File: src/logic/async_rx_cfg.svh
`ifndef ASYNC_RX_CFG_SVH
`define ASYNC_RX_CFG_SVH

// ********************************************************************
// register offsets (byte addresses)
// ********************************************************************
`define OFS_CTRL       12'h000
`define OFS_BAUD       12'h004
`define OFS_RXBUF      12'h008
`define OFS_ERRSTAT    12'h00c
`define OFS_FLAGS      12'h010
`define OFS_RXSVC      12'h014
`define OFS_TXSVC      12'h018
`define OFS_VEC        12'h01c

// ********************************************************************
// field positions and reset values
// ********************************************************************
`define CTRL_W         5
`define CTRL_RST       5'h00
`define BAUD_CMP_W     10
`define BAUD_SEL_LSB   10
`define BAUD_RST       12'h000
`define FLAG_ERR_BIT   0
`define FLAG_DONE_BIT  1
`define FLAG_FULL_BIT  2
`define SVC_W          8

// ********************************************************************
// parity modes
// ********************************************************************
`define PAR_NONE       2'h0
`define PAR_ZERO       2'h1
`define PAR_ODD        2'h2
`define PAR_EVEN       2'h3

// ********************************************************************
// vector and control word addresses
// ********************************************************************
`define VEC_RX_DONE_0  16'h002c
`define VEC_RX_DONE_1  16'h802c
`define CW_RX_DONE     16'hfe2c
`define VEC_RX_ERR_0   16'h002a
`define VEC_RX_ERR_1   16'h802a
`define CW_RX_ERR      16'hfe2a
`define VEC_TX_DONE_0  16'h002e
`define VEC_TX_DONE_1  16'h802e

// ********************************************************************
// oversampling counts
// ********************************************************************
`define OVS_BIT_LAST   4'hf
`define OVS_START_LAST 4'h7

`endif

File: src/logic/async_rx_pkg.sv
package async_rx_pkg;

  typedef enum logic [2:0] {
    RX_HUNT,
    RX_START,
    RX_DATA,
    RX_PARITY,
    RX_STOP
  } rx_state_t;

  typedef struct packed {
    logic       vector_table_select;
    logic       char8;
    logic [1:0] parity_mode;
    logic       receive_enable;
  } async_mode_control_t;

  typedef struct packed {
    logic parity_err;
    logic framing_err;
    logic overrun_err;
  } rx_error_status_t;

endpackage

File: src/logic/async_serial_receiver.sv
// Notes on behaviour
// - sampling of the receive line starts only while receive_enable is one.
// - falling line starts divide-by-16 count; low at count eight confirms start.
// - finished frame goes to receive_buffer and pulses rx_complete_irq.
// - faulty frame still stored; complete and error interrupts fire together.
// - clearing receive_enable mid-frame aborts; buffer, status and interrupts untouched.
// - frame completing while buffer still unread flags overrun.
// - received parity differing from configured parity flags a parity error.
// - missing stop bit flags a framing error.
// - each error flag is set in the same cycle as rx_error_irq.
// - error status clears on buffer read or next frame; new frame sets own flags.
// - each completion starts the block service at once, before the next frame.
// - receive block service raises one vectored request when its count ends.
// - transmit service ends on last word with one request; next tx completion another.
// - rx_error_request_flag is set on every reception error for polling.
// - completion vector depends on vector_table_select; control word address fixed.
// - error vector depends on vector_table_select; control word address fixed.
// - oversampling tick runs at serial clock from prescaler and 10-bit compare.
//
// The address map and the APB slave port are this design's own decisions.
`timescale 1ns/1ns
`include "async_rx_cfg.svh"

module async_serial_receiver (
  // clock, reset, enable
  input  wire logic        core_clk_i,
  input  wire logic        rst_i,
  input  wire logic        ce_i,
  // apb slave
  input  wire logic        psel,
  input  wire logic        penable,
  input  wire logic        pwrite,
  input  wire logic [11:0] paddr,
  input  wire logic [31:0] pwdata,
  output logic      [31:0] prdata,
  output logic             pready,
  output logic             pslverr,
  // serial line
  input  wire logic        rxd_i,
  // transmitter event
  input  wire logic        tx_complete_irq_i,
  // receive interrupts
  output logic             rx_complete_irq_o,
  output logic             rx_error_irq_o,
  // block transfer service
  output logic             xfer_valid_o,
  output logic      [7:0]  xfer_data_o,
  output logic             tx_load_o,
  output logic             vec_req_o,
  output logic      [15:0] vec_addr_o
);

  // ******************************************************************
  // register bus decode
  // ******************************************************************
  function automatic logic hit(input logic [11:0] a, input logic [11:0] ofs);
    hit = (a == ofs);
  endfunction

  async_rx_pkg::async_mode_control_t ctrl_reg;
  async_rx_pkg::rx_error_status_t    rx_error_status_reg;
  async_rx_pkg::rx_error_status_t    err_next;
  async_rx_pkg::rx_state_t           state_reg;
  logic [11:0]        baud_reg;
  logic [7:0]         receive_buffer_reg;
  logic               buf_full_reg;
  logic               rx_error_request_flag_reg;
  logic               rx_done_flag_reg;
  logic [`SVC_W-1:0]  rx_svc_reg;
  logic [`SVC_W-1:0]  tx_svc_reg;
  logic               svc_pend_reg;
  logic [3:0]         ovs_reg;
  logic [3:0]         bit_idx_reg;
  logic [7:0]         shift_reg;
  logic               par_bit_reg;
  logic               prev_hi_reg;

  wire        access   = psel && penable && pready;
  wire        wr       = access && pwrite;
  wire        rd       = access && !pwrite;
  wire        rd_buf   = rd && hit(paddr, `OFS_RXBUF);
  wire        mapped   = hit(paddr, `OFS_CTRL) || hit(paddr, `OFS_BAUD) ||
                         hit(paddr, `OFS_RXBUF) || hit(paddr, `OFS_ERRSTAT) ||
                         hit(paddr, `OFS_FLAGS) || hit(paddr, `OFS_RXSVC) ||
                         hit(paddr, `OFS_TXSVC) || hit(paddr, `OFS_VEC);
  wire [15:0] vec_done = ctrl_reg.vector_table_select ? `VEC_RX_DONE_1
                                                      : `VEC_RX_DONE_0;
  wire [15:0] vec_err  = ctrl_reg.vector_table_select ? `VEC_RX_ERR_1
                                                      : `VEC_RX_ERR_0;
  wire [15:0] vec_tx   = ctrl_reg.vector_table_select ? `VEC_TX_DONE_1
                                                      : `VEC_TX_DONE_0;
  wire [31:0] rd_mux   =
      hit(paddr, `OFS_CTRL)    ? {27'h0, ctrl_reg} :
      hit(paddr, `OFS_BAUD)    ? {20'h0, baud_reg} :
      hit(paddr, `OFS_RXBUF)   ? {24'h0, receive_buffer_reg} :
      hit(paddr, `OFS_ERRSTAT) ? {29'h0, rx_error_status_reg} :
      hit(paddr, `OFS_FLAGS)   ? {29'h0, buf_full_reg, rx_done_flag_reg,
                                  rx_error_request_flag_reg} :
      hit(paddr, `OFS_RXSVC)   ? {24'h0, rx_svc_reg} :
      hit(paddr, `OFS_TXSVC)   ? {24'h0, tx_svc_reg} :
      hit(paddr, `OFS_VEC)     ? {vec_err, vec_done} : 32'h0000_0000;

  // one wait state: ready rises in the second access cycle
  always_ff @(posedge core_clk_i) begin
    if (rst_i) begin
      pready  <= 1'b0;
      prdata  <= 32'h0000_0000;
      pslverr <= 1'b0;
    end else if (ce_i) begin
      pready  <= psel && penable && !pready;
      prdata  <= (psel && penable && !pready && !pwrite) ? rd_mux : 32'h0000_0000;
      pslverr <= psel && penable && !pready && !mapped;
    end
  end

  // ******************************************************************
  // configuration registers
  // ******************************************************************
  always_ff @(posedge core_clk_i) begin
    if (rst_i) begin
      ctrl_reg <= `CTRL_RST;
      baud_reg <= `BAUD_RST;
    end else if (ce_i && wr) begin
      if (hit(paddr, `OFS_CTRL))
        ctrl_reg <= pwdata[`CTRL_W-1:0];
      if (hit(paddr, `OFS_BAUD))
        baud_reg <= pwdata[11:0];
    end
  end

  // ******************************************************************
  // oversampling tick
  // ******************************************************************
  logic tick;

  baud_tick_gen u_tick (
    .core_clk_i     (core_clk_i),
    .rst_i          (rst_i),
    .ce_i           (ce_i),
    .run_i          (ctrl_reg.receive_enable),
    .prescale_sel_i (baud_reg[11:`BAUD_SEL_LSB]),
    .compare_i      (baud_reg[`BAUD_CMP_W-1:0]),
    .tick_o         (tick)
  );

  // ******************************************************************
  // receive sequencer
  // ******************************************************************
  wire       par_on     = (ctrl_reg.parity_mode != `PAR_NONE);
  wire [3:0] last_bit   = ctrl_reg.char8 ? 4'h7 : 4'h6;
  wire       bit_mid    = tick && (ovs_reg == `OVS_BIT_LAST);
  wire       start_mid  = tick && (ovs_reg == `OVS_START_LAST);
  wire       fall       = tick && prev_hi_reg && !rxd_i;
  wire       frame_done = ctrl_reg.receive_enable && (state_reg == async_rx_pkg::RX_STOP)
                          && bit_mid;
  wire [7:0] rx_data    = ctrl_reg.char8 ? shift_reg : {1'b0, shift_reg[7:1]};
  wire       par_calc   = (^rx_data) ^ par_bit_reg;
  wire       par_bad    = (ctrl_reg.parity_mode == `PAR_ZERO) ? par_bit_reg :
                          (ctrl_reg.parity_mode == `PAR_ODD)  ? !par_calc :
                          (ctrl_reg.parity_mode == `PAR_EVEN) ? par_calc : 1'b0;

  always_comb begin
    err_next.parity_err  = par_bad;
    err_next.framing_err = !rxd_i;
    err_next.overrun_err = buf_full_reg;
  end

  wire any_err = frame_done && (err_next != 3'h0);

  always_ff @(posedge core_clk_i) begin
    if (rst_i) begin
      state_reg   <= async_rx_pkg::RX_HUNT;
      ovs_reg     <= 4'h0;
      bit_idx_reg <= 4'h0;
      shift_reg   <= 8'h00;
      par_bit_reg <= 1'b0;
      prev_hi_reg <= 1'b0;
    end else if (ce_i) begin
      if (!ctrl_reg.receive_enable) begin
        state_reg   <= async_rx_pkg::RX_HUNT;
        prev_hi_reg <= 1'b0;
      end else begin
        if (tick)
          ovs_reg <= ovs_reg + 4'h1;
        unique case (state_reg)
          async_rx_pkg::RX_HUNT: begin
            if (tick)
              prev_hi_reg <= rxd_i;
            if (fall) begin
              state_reg <= async_rx_pkg::RX_START;
              ovs_reg   <= 4'h0;
            end
          end
          async_rx_pkg::RX_START: begin
            if (start_mid) begin
              ovs_reg     <= 4'h0;
              bit_idx_reg <= 4'h0;
              state_reg   <= rxd_i ? async_rx_pkg::RX_HUNT : async_rx_pkg::RX_DATA;
              prev_hi_reg <= rxd_i;
            end
          end
          async_rx_pkg::RX_DATA: begin
            if (bit_mid) begin
              shift_reg   <= {rxd_i, shift_reg[7:1]};
              bit_idx_reg <= bit_idx_reg + 4'h1;
              if (bit_idx_reg == last_bit)
                state_reg <= par_on ? async_rx_pkg::RX_PARITY : async_rx_pkg::RX_STOP;
            end
          end
          async_rx_pkg::RX_PARITY: begin
            if (bit_mid) begin
              par_bit_reg <= rxd_i;
              state_reg   <= async_rx_pkg::RX_STOP;
            end
          end
          async_rx_pkg::RX_STOP: begin
            if (bit_mid) begin
              if (!par_on)
                par_bit_reg <= 1'b0;
              prev_hi_reg <= rxd_i;
              state_reg   <= async_rx_pkg::RX_HUNT;
            end
          end
        endcase
      end
    end
  end

  // ******************************************************************
  // receive buffer, error status, flags
  // ******************************************************************
  // a completing frame wins over a same-cycle buffer read or flag clear
  wire svc_read = svc_pend_reg; // block service reads the buffer itself

  always_ff @(posedge core_clk_i) begin
    if (rst_i) begin
      receive_buffer_reg  <= 8'h00;
      buf_full_reg        <= 1'b0;
      rx_error_status_reg <= 3'h0;
    end else if (ce_i) begin
      if (frame_done) begin
        receive_buffer_reg  <= rx_data;
        buf_full_reg        <= 1'b1;
        rx_error_status_reg <= err_next;
      end else if (rd_buf || svc_read) begin
        buf_full_reg        <= 1'b0;
        rx_error_status_reg <= 3'h0;
      end
    end
  end

  wire flag_clr_err  = wr && hit(paddr, `OFS_FLAGS) && pwdata[`FLAG_ERR_BIT];
  wire flag_clr_done = wr && hit(paddr, `OFS_FLAGS) && pwdata[`FLAG_DONE_BIT];

  always_ff @(posedge core_clk_i) begin
    if (rst_i) begin
      rx_error_request_flag_reg <= 1'b0;
      rx_done_flag_reg          <= 1'b0;
      rx_complete_irq_o         <= 1'b0;
      rx_error_irq_o            <= 1'b0;
    end else if (ce_i) begin
      rx_error_request_flag_reg <= any_err || (rx_error_request_flag_reg && !flag_clr_err);
      rx_done_flag_reg          <= frame_done || (rx_done_flag_reg && !flag_clr_done);
      rx_complete_irq_o         <= frame_done;
      rx_error_irq_o            <= any_err;
    end
  end

  // ******************************************************************
  // block transfer service
  // ******************************************************************
  wire rx_svc_on  = (rx_svc_reg != 8'h00);
  wire tx_svc_on  = (tx_svc_reg != 8'h00);
  wire rx_svc_end = svc_pend_reg && (rx_svc_reg == 8'h01);
  wire rx_plain   = frame_done && !rx_svc_on;
  wire tx_evt     = tx_complete_irq_i;
  wire tx_vec     = tx_evt && (!tx_svc_on || (tx_svc_reg == 8'h01));

  always_ff @(posedge core_clk_i) begin
    if (rst_i) begin
      svc_pend_reg <= 1'b0;
      rx_svc_reg   <= 8'h00;
      tx_svc_reg   <= 8'h00;
    end else if (ce_i) begin
      svc_pend_reg <= frame_done && rx_svc_on;
      if (svc_pend_reg)
        rx_svc_reg <= rx_svc_reg - 8'h01;
      else if (wr && hit(paddr, `OFS_RXSVC))
        rx_svc_reg <= pwdata[`SVC_W-1:0];
      if (tx_evt && tx_svc_on)
        tx_svc_reg <= tx_svc_reg - 8'h01;
      else if (wr && hit(paddr, `OFS_TXSVC))
        tx_svc_reg <= pwdata[`SVC_W-1:0];
    end
  end

  // receive requests take precedence over a transmit request in the same cycle
  always_ff @(posedge core_clk_i) begin
    if (rst_i) begin
      xfer_valid_o <= 1'b0;
      xfer_data_o  <= 8'h00;
      tx_load_o    <= 1'b0;
      vec_req_o    <= 1'b0;
      vec_addr_o   <= 16'h0000;
    end else if (ce_i) begin
      xfer_valid_o <= svc_pend_reg;
      xfer_data_o  <= svc_pend_reg ? receive_buffer_reg : 8'h00;
      tx_load_o    <= tx_evt && tx_svc_on;
      vec_req_o    <= rx_svc_end || rx_plain || tx_vec;
      vec_addr_o   <= (rx_svc_end || rx_plain) ? vec_done :
                      tx_vec ? vec_tx : 16'h0000;
    end
  end

endmodule

File: src/logic/baud_tick_gen.sv
`timescale 1ns/1ns
`include "async_rx_cfg.svh"

module baud_tick_gen (
  // clock and reset
  input  wire logic       core_clk_i,
  input  wire logic       rst_i,
  input  wire logic       ce_i,
  // configuration
  input  wire logic       run_i,
  input  wire logic [1:0] prescale_sel_i,
  input  wire logic [9:0] compare_i,
  // oversampling tick
  output logic            tick_o
);

  logic [4:0] pre_cnt_reg;
  logic [9:0] tm_cnt_reg;
  logic       half_reg;
  logic [4:0] pre_last;
  logic       pre_tick;
  logic       match;

  // count clock is the system clock divided by 1, 4, 16 or 32
  assign pre_last = (prescale_sel_i == 2'h0) ? 5'h00 :
                    (prescale_sel_i == 2'h1) ? 5'h03 :
                    (prescale_sel_i == 2'h2) ? 5'h0f : 5'h1f;
  assign pre_tick = (pre_cnt_reg == pre_last);
  assign match    = pre_tick && (tm_cnt_reg == compare_i);

  // the serial clock is half the match rate; each of its periods is one
  // oversampling tick, so a bit lasts sixteen of them
  always_ff @(posedge core_clk_i) begin
    if (rst_i || (ce_i && !run_i)) begin
      pre_cnt_reg <= 5'h00;
      tm_cnt_reg  <= 10'h000;
      half_reg    <= 1'b0;
      tick_o      <= 1'b0;
    end else if (ce_i) begin
      pre_cnt_reg <= pre_tick ? 5'h00 : pre_cnt_reg + 5'h01;
      if (match) begin
        tm_cnt_reg <= 10'h000;
        half_reg   <= !half_reg;
      end else if (pre_tick) begin
        tm_cnt_reg <= tm_cnt_reg + 10'h001;
      end
      tick_o <= match && half_reg;
    end
  end

endmodule

File: config.mk
export PLATFORM = sky130hd
export DESIGN_NAME = async_serial_receiver
export DESIGN_NICKNAME = d
export VERILOG_FILES = /design/src/logic/async_rx_pkg.sv /design/src/logic/async_serial_receiver.sv /design/src/logic/baud_tick_gen.sv
export VERILOG_INCLUDE_DIRS = /design/src /design/src/logic
export SDC_FILE = /design/constraint.sdc
export NUM_CORES = 1
export LEC_CHECK = 0
export BUFFER_PORTS_ARGS = -buffer_cell sky130_fd_sc_hd__buf_2
export CAP_MARGIN = 20
export CELL_PAD_IN_SITES_DETAIL_PLACEMENT = 0
export CELL_PAD_IN_SITES_GLOBAL_PLACEMENT = 1
export CORE_ASPECT_RATIO = 1.25
export CORE_MARGIN = 3
export CORE_UTILIZATION = 30
export CTS_CLUSTER_SIZE = 25
export DETAILED_ROUTE_END_ITERATION = 10
export PLACE_DENSITY_LB_ADDON = 0.1
export SLEW_MARGIN = 20
export SYNTH_ARGS = -nofsm -noshare
export SYNTH_HDL_FRONTEND = slang
export SYNTH_SLANG_ARGS = --single-unit
File: constraint.sdc
create_clock -name core_clk_i -period 4.3 [get_ports core_clk_i]
set_input_delay 0.645 -clock core_clk_i [delete_from_list [all_inputs] [get_ports core_clk_i]]
set_output_delay 0.645 -clock core_clk_i [all_outputs]
set_load 0.05 [all_outputs]
# Yosys cells after proc, flatten, opt, wreduce, memory -nomap -nowiden
# Cells that the tools add are included.
[op_classes]
n_addsub = 6
mul = 0
div = 0
order_cmp = 0
eq_ne = 36
n_shift = 0
muxes = 59
bitwise_logic = 1
reduce_logical = 84
[op_table]
columns = ["operator", "count"]
rows = [
  ["32-bit two-way mux", 9],
  ["16-bit two-way mux", 5],
  ["12-bit by 5-bit == test with 1-bit output (second input constant)", 4],
  ["8-bit two-way mux", 6],
  ["1-bit logical AND", 31],
  ["3-bit two-way mux", 10],
  ["12-bit by 4-bit == test with 1-bit output (second input constant)", 2],
  ["10-bit two-way mux", 2],
  ["4-bit two-way mux", 5],
  ["5-bit two-way mux", 4],
  ["3-bit != test (second input constant)", 6],
  ["2-bit AND reduction", 9],
  ["8-bit by 1-bit == test with 1-bit output (second input constant)", 2],
  ["4-bit one-hot mux with 2 select lines", 2],
  ["8-bit nonzero test", 2],
  ["8-bit by 1-bit subtractor with 8-bit output (second input constant)", 2],
  ["3-bit one-hot mux with 5 select lines", 1],
  ["1-bit logical OR", 14],
  ["2-bit nonzero test", 7],
  ["12-bit by 3-bit == test with 1-bit output (second input constant)", 1],
  ["12-bit logical NOT", 1],
  ["1-bit two-way mux", 12],
  ["1-bit logical NOT", 11],
  ["10-bit by 1-bit adder with 10-bit output (second input constant)", 1],
  ["other kinds (27)", 37],
]
[word_totals]
reg_bits = 149
latch_bits = 0
mem_bits_rw = 0
rom_bits = 0
inputBits = 52
word_cells = 221
memories = 0

# Logic depth before layout (Yosys ltp)
[depth]
word_depth = 10
mapped_depth = 9

# Cells and area by module
# Synthesis repeated with hierarchy kept, for this count alone.
[hier_totals]
hier_cells = 796
area_unflattened_um2 = 6442.4
[modules_own_cells]
columns = ["module", "n_inst", "cells_each", "area_per_inst_um2"]
rows = [
  ["async_serial_receiver", 1, 682, 5386.4],
  ["baud_tick_gen", 1, 114, 1056.0],
]

# Worst setup path before layout
# Ideal clock, no wire load.
[synth_path]
kind = "input -> register"
from = "input paddr[9]"
to = "register baud_reg[0]"
setup_time_ns = 0.128
t_arrival_ns = 2.167
required_ns = 4.172
slack_ns = 2.005
stages = 9
n_path_buf = 3
path_cell_list = "nor4_2 and4b_1 buf_4 nand3_4 or3_1 buf_2 buf_6 mux2i_1 nor2_1"
[synth_via]
elab_chain_len = 2
[synth_rtl]
columns = ["element", "line", "rtl"]
rows = [
  ["start, declared", "async_serial_receiver.sv:33", "input wire logic [11:0] paddr,"],
  ["12-bit by 3-bit == test with 1-bit output", "async_serial_receiver.sv:57", "hit = (a == ofs);"],
  ["2-bit AND reduction (no line)", "n/a", ""],
  ["end signal, assigned", "async_serial_receiver.sv:122", "baud_reg <= `BAUD_RST;"],
  ["end signal, assigned", "async_serial_receiver.sv:127", "baud_reg <= pwdata[11:0];"],
  ["end, declared", "async_serial_receiver.sv:64", "logic [11:0] baud_reg;"],
]
# No other way between the ends.
# A chain may end at the register's enable or synchronous reset.

# Final worst setup path
[layout_path]
from = "input paddr[9]"
to = "register baud_reg[11]"
# The elaborated chain is that of the path after synthesis.

==> metrics <==
hpwl dp=13.2 mm; initial antenna violation count=0; Mapped Area=6210 um2; Clk network pwr share=55.0%; Flop pwr share=38.9%; vias in the first global route=5,284; Final #Nets=851; Initial DRC Count=406; syn_area_per_cell=8.30 um2; outcome=finished clean; GRT overflow=0; Num CTS Buffers=17; Pwr Total=2.80 mW; Relative slew margins=46.8%; layout cells sized above 1=14.6%; Die H=167 um; sw frac=23.2%; Synth Instances=748; H-Tree Depth=4; Final period util=57.3%; CORE AREA=20,200 um2; Pleak=2.87 nW; HP Class=in2reg; die area=22,500 um2; most frequent cells in the layout=dfxtp_1 (116), nor2_1 (96), nand2_1 (68), buf_2 (67), a21oi_1 (61); most common cell after layout, fill and taps aside=dfxtp_1; DRC viols=0; Rows=58; Netlist cell types=67; port bufs=68; Worst Max-Slew Pin Slew=0.799 ns; clock slew at reported path FFs=0.05 ns; WL final=18.3 mm; io pins=115; Post-CTS Setup Inserts=0; Req. time, crit path=4.58 ns; max_cap viols=0; sequential area share after synthesis=37.7%; antenna cells=0; Crit Path Max Fanout=12; pins over their slew limit=0; Tmin final=2.46 ns; Combinational Power Share=6.1%; Fill cells=2,120; NetSw=651 uW; Syn-to-layout area delta=16.8%; critical path class=in2reg; Fin Setup TNS=0 ns; Largest register FFs=14; Fmax achieved=406 MHz; Top FF cell, synth=dfxtp_1; DR pass1 iterations=4; Routed WL per cell=17.1 um; Synth Register Bits=117; Resized Gates After CTS=0; root buf cell=clkbuf_16; Worst setup SP type=input pin; worst vdd ir=270 uV; Post-synth EDFFs=0; first-pass GRT wire length=29.0 mm; Max clock buf depth=2; Initial Util=30.7%; ANT nets after route=0; Setup crit end kind=flop; Final Hold Viols=0; Vias per Instance=5.02; Worst-Skew Late Latency=0.42 ns; Data arrival, critical path=2.74 ns; vias=5,382; hold_buf cts=0; warnings from Yosys=0; clock skew=0.0120 ns; gpl congestion=0.846; largest net degree at the start of global routing=63; Int Power=2.15 mW; CTS Sinks=117; Cell Pwr Density=386 nW/um2; final setup fails=0; die width=135 um; CTS tree=built; RSZ-0062 raised after global routing=false; Total GRT Usage=16.5%; Async S/R FF share, synth=0%
power by group through the flow:
stage	registers [mW]	logic (mW)	clock network (mW)
final	1.09	0.171	1.54
after detailed placement	1.11	0.171	0
after global placement	1.11	0.171	0
after CTS	1.09	0.172	1.58
after floorplan	1.12	0.137	0
after global routing	1.09	0.182	1.63
synth_stat cells, types with 4 or more instances:
cell	instances	area share, %
dfxtp_1	117	38
nor2_1	96	5.8
nand2_1	68	4.1
a21oi_1	61	4.9
mux2i_1	43	6.9
buf_4	34	4.1
clkbuf_1	31	1.9
nand3_1	24	1.9
o21ai_0	21	1.7
nor3_1	20	1.6
xor2_1	18	2.5
inv_1	16	0.97
xnor2_1	16	2.3
nand4_1	13	1.3
a211oi_1	11	1.3
ha_1	9	1.8
o22ai_1	9	0.91
or3_1	8	0.81
a22oi_1	7	0.85
nor2b_1	7	0.71
nor4_1	7	0.71
o211ai_1	7	0.85
and3_1	6	0.60
buf_2	6	0.48
nand2b_1	6	0.60
a21o_1	5	0.60
and2_1	4	0.40
mux2_2	4	0.73
nand3b_1	4	0.48
nand4b_1	4	0.56
nor3b_1	4	0.48
o31ai_1	4	0.48
worst max-delay path, cell delays in order:
cell     delay (ns)
buf_2          0.10
nor4_2         0.32
and4b_1        0.47
nand3_4        0.17
or3_1          0.70
mux2i_1        0.27
nor2_1         0.05
per-stage QoR:
step           hold WS [ns]  area, um2  utilization (%)  instances  setup slack, ns
6_report              0.457       7250             35.8       1073             1.84
5_1_grt               0.467       7250             35.8       1073             1.58
4_1_cts               0.443       7240             35.7       1073             1.79
3_5_place_dp          0.453       6600             32.6       1041             1.38
3_3_place_gp          0.452       6590             32.5       1040             1.31
2_1_floorplan         0.444       6300                -        773             2.01
worst paths after layout:
check                 startpoint             end  slack, ns  cells past startpoint
setup / recovery        paddr[9]    baud_reg[11]       1.84                      7
hold / removal         pwdata[9]     baud_reg[9]       0.46                      3
setup reg to reg    state_reg[0]  vec_addr_o[15]       1.84                      6
hold reg to reg   xfer_data_o[5]  xfer_data_o[5]       0.46                      2
metal layers:
| metal | vias up | part of all wire [%] | global-route usage (%) |
|---|---|---|---|
| met2 | 123 | 50 | 27.8 |
| met4 | 0 | 1.4 | 5.09 |
| met5 | - | 0 | 0 |
| li1 | 2689 | - | - |
| met1 | 2552 | 45 | 20.8 |
| met3 | 18 | 3.5 | 3.75 |
layout make-up:
cell class	instances	area, um2	share of cell area, %
multi-input cells	564	3480	48.0
flip-flops and latches	117	2340	32.3
clock buffers	24	492	6.78
repair buffers	74	392	5.40
well taps	270	338	4.66
clock inverters	8	145	2.00
inverters	16	60.1	0.828
cells by family after synthesis:
group	share of synthesized area, %
flops	37.7
fa+ha+maj	1.81
compound gates	16.4
buf+inv	7.98
mux	7.66
simple gates	22.8
other cells	0.0604
xor+xnor	5.54
Note: power is estimated with default switching activity, not from simulation.
